**src/common/cpu_register_file_ccr_regs.vh**
```
`ifndef CPU_REGISTER_FILE_CCR_REGS_VH
`define CPU_REGISTER_FILE_CCR_REGS_VH
`define GPR_COUNT        8
`define GPR_WIDTH        32
`define PTR_WIDTH        24
`define FLAG_WIDTH       8
`define STACK_INDEX      3'h7
`define FLAG_MASK_BIT    7
`define FLAG_USERMASK_BIT 6
`define FLAG_HALF_BIT    5
`define FLAG_USER_BIT    4
`define FLAG_NEG_BIT     3
`define FLAG_ZERO_BIT    2
`define FLAG_OVF_BIT     1
`define FLAG_CARRY_BIT   0
`define FLAG_RESET       8'h80
`define PTR_RESET        24'h000000
`define SIZE_BYTE        2'h0
`define SIZE_WORD        2'h1
`define SIZE_LONG        2'h2
`define FOP_NONE         3'h0
`define FOP_LOAD         3'h1
`define FOP_AND          3'h2
`define FOP_OR           3'h3
`define FOP_XOR          3'h4
`define FOP_ARITH        3'h5
`define FOP_LOGIC        3'h6
`define FOP_BITACC       3'h7
`endif

```
**src/cpu_register_file_ccr.v**
```verilog
// Operation
// [RQ1] Eight 32-bit general registers, any width
// [RQ2] Each splits into extended and base halves
// [RQ3] Extended half bits 31-16, base 15-0
// [RQ4] Base half splits into high, low bytes
// [RQ5] Register seven doubles as stack pointer
// [RQ6] 24-bit pointer, fetch ignores bit zero
// [RQ7] Mask bit blocks all but non-maskable
// [RQ8] Mask bit set at exception start
// [RQ9] Bit six user-writable, also mask
// [RQ10] Half carry from bit 3/11/27
// [RQ11] Bit four plain user bit
// [RQ12] Negative takes result sign bit
// [RQ13] Zero set when result is zero
// [RQ14] Overflow set on arithmetic overflow
// [RQ15] Carry holds carry, borrow, shifted-out bit
// [RQ16] Carry serves as bit accumulator
// [RQ17] Flags loadable, storable, and/or/xor-able
// [RQ18] Branch conditions use N, Z, V, C
// [RQ19] Reset loads pointer, sets mask only
// [RQ20] Software sets stack pointer after reset
// [RQ21] Odd word addresses forced even
// [RQ22] Bit operations select bit 0-7
// [RQ23] Decimal adjust sees two BCD digits
// [RQ24] Stack accesses should be word or long
`timescale 1ns/1ps
`include "cpu_register_file_ccr_regs.vh"
module cpu_register_file_ccr (
  input  wire        clock,
  input  wire        rst,
  input  wire        writeEn,
  input  wire [3:0]  writeSel,
  input  wire [1:0]  writeSize,
  input  wire [31:0] writeData,
  input  wire [3:0]  readSelA,
  input  wire [1:0]  readSizeA,
  output reg  [31:0] readDataA,
  input  wire [3:0]  readSelB,
  input  wire [1:0]  readSizeB,
  output reg  [31:0] readDataB,
  input  wire        stackWriteEn,
  input  wire [31:0] stackWriteData,
  output wire [31:0] stackPointer,
  input  wire        pointerLoad,
  input  wire [23:0] pointerValue,
  output wire [23:0] nextInstructionPointer,
  output wire [23:0] fetchAddress,
  input  wire [23:0] dataAddress,
  input  wire [1:0]  dataSize,
  output wire [23:0] alignedAddress,
  input  wire        resetVectorLoad,
  input  wire        exceptionStart,
  input  wire [2:0]  flagOp,
  input  wire [7:0]  flagImm,
  input  wire [1:0]  opSize,
  input  wire [31:0] opResult,
  input  wire [31:0] opCarryVec,
  input  wire        opCarry,
  input  wire        opOverflow,
  input  wire        opKeepCarry,
  input  wire        bitAccValue,
  output wire [7:0]  conditionFlags,
  input  wire        interruptRequest,
  input  wire        nmiRequest,
  output wire        interruptAccept,
  output wire        userMaskBit,
  input  wire [3:0]  branchCond,
  output reg         branchTaken,
  input  wire [2:0]  bitIndex,
  input  wire [7:0]  bitOperand,
  output wire        selectedBit,
  input  wire [7:0]  bcdOperand,
  output wire [3:0]  bcdUpperDigit,
  output wire [3:0]  bcdLowerDigit
);
  reg  [31:0] gprReg [0:7];
  reg  [31:0] gprNext;
  reg  [23:0] pointerReg;
  reg  [7:0]  flagReg;
  reg  [7:0]  flagNext;
  wire        negFlag;
  wire        zeroFlag;
  wire        halfFlag;
  wire        flagNeg;
  wire        flagZero;
  wire        flagOvf;
  wire        flagCarry;
  integer     k;

  //////////////////////////////////////////////////////////////////////////////
  // Read ports show zero-extended views
  function [31:0] readView;
    input [31:0] full;
    input [3:0]  sel;
    input [1:0]  size;
    begin
      if (size == `SIZE_LONG) begin
        readView = full; // [RQ1]
      end else if (size == `SIZE_WORD) begin
        readView = sel[3] ? {16'h0000, full[31:16]} : {16'h0000, full[15:0]}; // [RQ2] [RQ3]
      end else begin
        readView = sel[3] ? {24'h000000, full[7:0]} : {24'h000000, full[15:8]}; // [RQ4]
      end
    end
  endfunction

  always @* begin
    readDataA = readView(gprReg[readSelA[2:0]], readSelA, readSizeA);
    readDataB = readView(gprReg[readSelB[2:0]], readSelB, readSizeB);
  end

  //////////////////////////////////////////////////////////////////////////////
  // Merge a write of any width into the old register word
  function [31:0] writeMerge;
    input [31:0] old;
    input [3:0]  sel;
    input [1:0]  size;
    input [31:0] data;
    begin
      writeMerge = old;
      if (size == `SIZE_LONG) begin
        writeMerge = data; // [RQ1]
      end else if (size == `SIZE_WORD) begin
        if (sel[3]) begin
          writeMerge[31:16] = data[15:0]; // [RQ3]
        end else begin
          writeMerge[15:0] = data[15:0]; // [RQ2]
        end
      end else begin
        if (sel[3]) begin
          writeMerge[7:0] = data[7:0]; // [RQ4]
        end else begin
          writeMerge[15:8] = data[7:0]; // [RQ4]
        end
      end
    end
  endfunction

  always @* begin
    gprNext = writeMerge(gprReg[writeSel[2:0]], writeSel, writeSize, writeData);
  end

  // General registers are left uninitialized by reset
  always @(posedge clock) begin
    for (k = 0; k < `GPR_COUNT; k = k + 1) begin
      if (stackWriteEn && k == `STACK_INDEX) begin
        gprReg[k] <= stackWriteData; // [RQ5]
      end else if (writeEn && writeSel[2:0] == k) begin
        gprReg[k] <= gprNext;
      end
    end
  end

  assign stackPointer = gprReg[`STACK_INDEX]; // [RQ5]

  //////////////////////////////////////////////////////////////////////////////
  always @(posedge clock or posedge rst) begin
    if (rst) begin
      pointerReg <= `PTR_RESET;
    end else if (resetVectorLoad || pointerLoad) begin
      pointerReg <= pointerValue; // [RQ19]
    end
  end

  // Word and long accesses start at the even address below
  function [23:0] evenAddress;
    input [23:0] addr;
    begin
      evenAddress = {addr[23:1], 1'b0};
    end
  endfunction

  assign nextInstructionPointer = pointerReg;
  assign fetchAddress   = evenAddress(pointerReg); // [RQ6] [RQ21]
  assign alignedAddress = (dataSize == `SIZE_BYTE) ? dataAddress
                                                   : evenAddress(dataAddress); // [RQ21]

  //////////////////////////////////////////////////////////////////////////////
  flag_calc calc (
    .opSize       (opSize),
    .result       (opResult),
    .halfCarryVec (opCarryVec),
    .negFlag      (negFlag),
    .zeroFlag     (zeroFlag),
    .halfFlag     (halfFlag)
  );

  always @* begin
    flagNext = flagReg;
    case (flagOp)
      `FOP_LOAD: flagNext = flagImm; // [RQ17] [RQ9] [RQ11]
      `FOP_AND: flagNext = flagReg & flagImm; // [RQ17]
      `FOP_OR: flagNext = flagReg | flagImm; // [RQ17]
      `FOP_XOR: flagNext = flagReg ^ flagImm; // [RQ17]
      `FOP_ARITH: begin
        flagNext[`FLAG_HALF_BIT]  = halfFlag; // [RQ10]
        flagNext[`FLAG_NEG_BIT]   = negFlag; // [RQ12]
        flagNext[`FLAG_ZERO_BIT]  = zeroFlag; // [RQ13]
        flagNext[`FLAG_OVF_BIT]   = opOverflow; // [RQ14]
        if (!opKeepCarry) begin
          flagNext[`FLAG_CARRY_BIT] = opCarry; // [RQ15]
        end
      end
      `FOP_LOGIC: begin
        flagNext[`FLAG_NEG_BIT]  = negFlag; // [RQ12]
        flagNext[`FLAG_ZERO_BIT] = zeroFlag; // [RQ13]
        flagNext[`FLAG_OVF_BIT]  = 1'b0;
        if (!opKeepCarry) begin
          flagNext[`FLAG_CARRY_BIT] = opCarry; // [RQ15]
        end
      end
      `FOP_BITACC: flagNext[`FLAG_CARRY_BIT] = bitAccValue; // [RQ16]
      default: flagNext = flagReg;
    endcase
    if (exceptionStart) begin
      flagNext[`FLAG_MASK_BIT] = 1'b1; // [RQ8]
    end
  end

  // Reset sets the mask bit and clears every other flag bit
  always @(posedge clock or posedge rst) begin
    if (rst) begin
      flagReg <= `FLAG_RESET; // [RQ19]
    end else begin
      flagReg <= flagNext;
    end
  end

  // Flag views used by branch decoding
  assign flagNeg         = flagReg[`FLAG_NEG_BIT];
  assign flagZero        = flagReg[`FLAG_ZERO_BIT];
  assign flagOvf         = flagReg[`FLAG_OVF_BIT];
  assign flagCarry       = flagReg[`FLAG_CARRY_BIT];

  assign conditionFlags  = flagReg;
  assign userMaskBit     = flagReg[`FLAG_USERMASK_BIT]; // [RQ9]
  assign interruptAccept = nmiRequest
                        || (interruptRequest && !flagReg[`FLAG_MASK_BIT]); // [RQ7]

  //////////////////////////////////////////////////////////////////////////////
  // Branch conditions in the usual sixteen-way order
  function branchEval;
    input [3:0] cond;
    input       n;
    input       z;
    input       v;
    input       c;
    begin
      case (cond)
        4'h0: branchEval = 1'b1;
        4'h1: branchEval = 1'b0;
        4'h2: branchEval = ~(c | z); // [RQ18]
        4'h3: branchEval = c | z; // [RQ18]
        4'h4: branchEval = ~c; // [RQ18]
        4'h5: branchEval = c; // [RQ18]
        4'h6: branchEval = ~z; // [RQ18]
        4'h7: branchEval = z; // [RQ18]
        4'h8: branchEval = ~v; // [RQ18]
        4'h9: branchEval = v; // [RQ18]
        4'hA: branchEval = ~n; // [RQ18]
        4'hB: branchEval = n; // [RQ18]
        4'hC: branchEval = ~(n ^ v); // [RQ18]
        4'hD: branchEval = n ^ v; // [RQ18]
        4'hE: branchEval = ~(z | (n ^ v)); // [RQ18]
        default: branchEval = z | (n ^ v); // [RQ18]
      endcase
    end
  endfunction

  always @* begin
    branchTaken = branchEval(branchCond, flagNeg, flagZero, flagOvf, flagCarry); // [RQ18]
  end

  //////////////////////////////////////////////////////////////////////////////
  assign selectedBit   = bitOperand[bitIndex]; // [RQ22]
  assign bcdUpperDigit = bcdOperand[7:4]; // [RQ23]
  assign bcdLowerDigit = bcdOperand[3:0]; // [RQ23]
endmodule

```
**src/flag_calc.v**
```verilog
`timescale 1ns/1ps
`include "cpu_register_file_ccr_regs.vh"
module flag_calc (
  input  wire [1:0]  opSize,
  input  wire [31:0] result,
  input  wire [31:0] halfCarryVec,
  output reg         negFlag,
  output reg         zeroFlag,
  output reg         halfFlag
);
  always @* begin
    negFlag  = 1'b0;
    zeroFlag = 1'b0;
    halfFlag = 1'b0;
    case (opSize)
      `SIZE_BYTE: begin
        negFlag  = result[7]; // [RQ12]
        zeroFlag = (result[7:0] == 8'h00); // [RQ13]
        halfFlag = halfCarryVec[3]; // [RQ10]
      end
      `SIZE_WORD: begin
        negFlag  = result[15]; // [RQ12]
        zeroFlag = (result[15:0] == 16'h0000); // [RQ13]
        halfFlag = halfCarryVec[11]; // [RQ10]
      end
      default: begin
        negFlag  = result[31]; // [RQ12]
        zeroFlag = (result == 32'h00000000); // [RQ13]
        halfFlag = halfCarryVec[27]; // [RQ10]
      end
    endcase
  end
endmodule

```
**config.mk**
```make
export PLATFORM = sky130hd
export DESIGN_NAME = cpu_register_file_ccr
export DESIGN_NICKNAME = d
export VERILOG_FILES = /design/src/cpu_register_file_ccr.v /design/src/flag_calc.v
export VERILOG_INCLUDE_DIRS = /design/src /design/src/common
export SDC_FILE = /design/constraint.sdc
export NUM_CORES = 1
export LEC_CHECK = 0
export BUFFER_PORTS_ARGS = -buffer_cell sky130_fd_sc_hd__clkbuf_2
export CORE_ASPECT_RATIO = 0.6
export CORE_UTILIZATION = 55
export DETAILED_ROUTE_END_ITERATION = 6
export GPL_ROUTABILITY_DRIVEN = 1
export PLACE_DENSITY = 0.85
export SETUP_SLACK_MARGIN = 0.02
export SYNTH_ARGS = -nofsm -noshare
export SYNTH_HDL_FRONTEND = slang
export SYNTH_HIERARCHICAL = 1
export SYNTH_SLANG_ARGS = --single-unit
```
**constraint.sdc**
```tcl
create_clock -name clock -period 4.7 [get_ports clock]
set_input_delay 0.235 -clock clock [delete_from_list [all_inputs] [get_ports clock]]
set_output_delay 0.235 -clock clock [all_outputs]
set_load 0.03 [all_outputs]
```
==> results_dict.tcl <==
set metrics [dict create \
    status "complete, but fails checks" \
    failed_checks "hold timing" \
    htree_levels 1 \
    clkPwrFrac_pct 34.3 \
    fin_crit_ns 3.10 \
    rsz0062_at_grt "false" \
    first_pass_iters 6 \
    yosys_warnings 6 \
    synth_ff_type "edfxtp_1" \
    p_leak_nw 8.01 \
    netlist_top_cells_area "edfxtp_1 43%, mux4_2 24%, dfrtp_1 4.3%" \
    synth_cells 1209 \
    insertion_delay_ns 0.57 \
    cpMostUsedCell "clkbuf_2" \
    max_clock_freq_mhz 323 \
    ys_top_cells_by_count "256 x edfxtp_1, 195 x mux4_2, 78 x nor2_1" \
    dieArea_sq_um 33600 \
    numPortBuffers 340 \
    ir_worst_vdd_uv 289 \
    hold_slack_ns -0.00168 \
    dp_cells 1858 \
    yosysSeqAreaShare_pct 46.9 \
    async_reset_ff_share_pct 11.1 \
    grt_pass1_wl_um 86100 \
    io_pins 433 \
    synth_top_area_share_pct 42.5 \
    initial_core_util_pct 55.8 \
    synth_nets 1470 \
    utilization_pct 65.2 \
    critPathKind "input pin to output pin" \
    hold_viol 1 \
    area_growth_pct 16.9 \
    rows 51 \
    drc 0 \
    min_period_over_period_pct 66.0 \
    seq_power_share_pct 43.8 \
    cpMaxStageDelayCell "clkbuf_2" \
    worstSetupEndpointType "output pin" \
    clockBufferDepth 3 \
    finalClockSkew_ns 0.0104 \
    drive_gt1_share_pct 48.1 \
    internal_power_mw 4.86 \
    syn_area_per_cell_sq_um 15.0 \
    cts_resized 0 \
    place_hpwl_um 41400 \
    path_max_fanout 31 \
    hp-class "input pin to register" \
    via_per_inst 7.02 \
    power.switching_fraction_pct 29.7 \
    max_stage_delay_ns 0.75 \
    final_cells 1964 \
    nets 1775 \
    initialDrtViolationCount 2020 \
    clk_pin_slew_worst_paths_ns 0.06 \
    critPathLaunchType "input pin" \
    die_y_um 142 \
    drt-total-wl_um 59500 \
    root_buffer "clkbuf_16" \
    comb_power_share_pct 21.8 \
    grt_pass1_vias 13415 \
    arrival_ns 2.87 \
    grtUsageTotal_pct 35.2 \
    synth.most_common_cell "edfxtp_1" \
    ant_nets 0 \
    power_mw 6.91 \
    clock-sinks 288 \
    setup_violations 0 \
    setup_tns_ns 0 \
    core_area_sq_um 32400 \
    place.gp.congestion 1.02 \
    path_cells "clkbuf_2 > buf_4 > mux4_2 > mux2i_1 > a22o_1 > a211oi_1 > clkbuf_2" \
    yosys.area.top_type "edfxtp_1" \
    die_w_um 236 \
    cts_tree "yes" \
    wl_per_cell_um 30.3 \
    slew_violations 0 \
    switchingPower_mw 2.05 \
    grt_max_degree 48 \
    overflow 0 \
    via_count 13790 \
    maxSlewHeadroom_pct 23.5 \
    cap_violations 0 \
    synth.distinct_cells 64 \
    required_ns 4.47 \
    synth_edf_count 256 \
    synth-seq-cells 288 \
    syn_area_sq_um 18100 \
    cts_buffers 28 \
    tightest_slew_ns 1.15 \
    antenna_found_initial 5 \
    p_per_area_nw_per_um2 327 \
]
cells in the final DEF (no fill, tap or decap), drive strengths merged, types with 7 or more instances in the layout:
cell / netlist / final
ha: 16 / 16
mux2i: 68 / 68
mux4: 195 / 195
nand2b: 7 / 7
nor2b: 8 / 8
nor4: 8 / 8
clkinv: 0 / 10
nor3: 45 / 45
nand2: 48 / 48
mux2: 65 / 65
clkbuf: 21 / 374
inv: 36 / 37
edfxtp: 256 / 256
nor2: 79 / 79
and2: 11 / 11
a22o: 17 / 17
buf: 123 / 33
dfrtp: 31 / 31
a21oi: 17 / 17
o31ai: 25 / 25
a221oi: 11 / 11
a211oi: 19 / 19
dlygate4sd3: 0 / 50
o21ai: 54 / 54
registers in the layout (all words and copies together) (netlist names):
name                    cells
conditionFlags              8
gprReg                    256
nextInstructionPointer     24
worst max-delay path: cells and delay by family:
kind	cells	cell delay, ns
buffers and inverters	3	1.42
AO/OA/AOI/OAI	2	0.28
multiplexers	2	0.89
power groups by stage:
stage	Sequential [mW]	Clock [mW]	Combinational [mW]
after floorplan	3.14	0	0.943
after global placement	3.07	0	1.39
after detailed placement	3.08	0	1.43
after CTS	3.02	2.38	1.47
after global routing	3.04	2.47	1.57
final	3.03	2.37	1.51
metal layers:
metal	vias to the layer above	GRT usage [%]	share of wire [%]	wire length, um
met5	-	0	0	0
met1	6816	46.0	34	20300
li1	5463	-	-	-
met3	265	13.7	16	9770
met4	0	16.0	5.5	3270
met2	1246	52.1	44	26200
kinds of logic (layout without fill, tap and decap cells):
group | Yosys count | in the layout | synth area share (%)
adder cells (fa/ha/maj) | 18 | 18 | 1.22
AO/OA/AOI/OAI | 170 | 170 | 6.87
buffers and inverters | 180 | 507 | 6.01
other | 1 | 5 | 0.0207
AND/OR/NAND/NOR | 220 | 220 | 6.60
XOR/XNOR | 4 | 4 | 0.235
flip-flops | 288 | 288 | 46.9
multiplexers | 328 | 328 | 32.1
area by class of cell:
class / instances / area, sq um
fill: 2258 / 11300
inverter: 36 / 135
antenna: 4 / 10.0
clock inverter: 14 / 159
sequential: 288 / 8490
clock buffer: 38 / 800
timing repair buffer: 419 / 2450
tap: 424 / 531
multi-input combinational: 741 / 8570
final timing paths:
check | from | to | slack, ns | cells past startpoint
worst max-delay path | readSelA[2] | readDataA[4] | 1.60 | 7
worst min-delay path | stackWriteData[11] | gprReg[7][11] | -0.002 | 2
worst max register to register | gprReg[7][12] | gprReg[7][12] | 2.65 | 4
worst min register to register | nextInstructionPointer[14] | nextInstructionPointer[14] | 0.53 | 1
max in group asynchronous | rst | conditionFlags[7] | 4.07 | 4
min in group asynchronous | rst | nextInstructionPointer[21] | 0.29 | 4
repair_timing:
action / CTS / global route
hold endpoints to repair: 80 / 0
setup buffers: 0 / 0
hold buffers: 50 / 0
through the flow:
stage                     setup WS [ns]  hold slack (ns)  area, sq um
after floorplan                   0.968            0.337        18100
after global placement             1.60            0.324        19700
after detailed placement           1.41            0.328        19700
after CTS                          1.73          0.00252        21100
after global routing               1.60         0.000485        21100
final                              1.60         -0.00168        21100
Note: power is estimated with default switching activity, not from simulation.
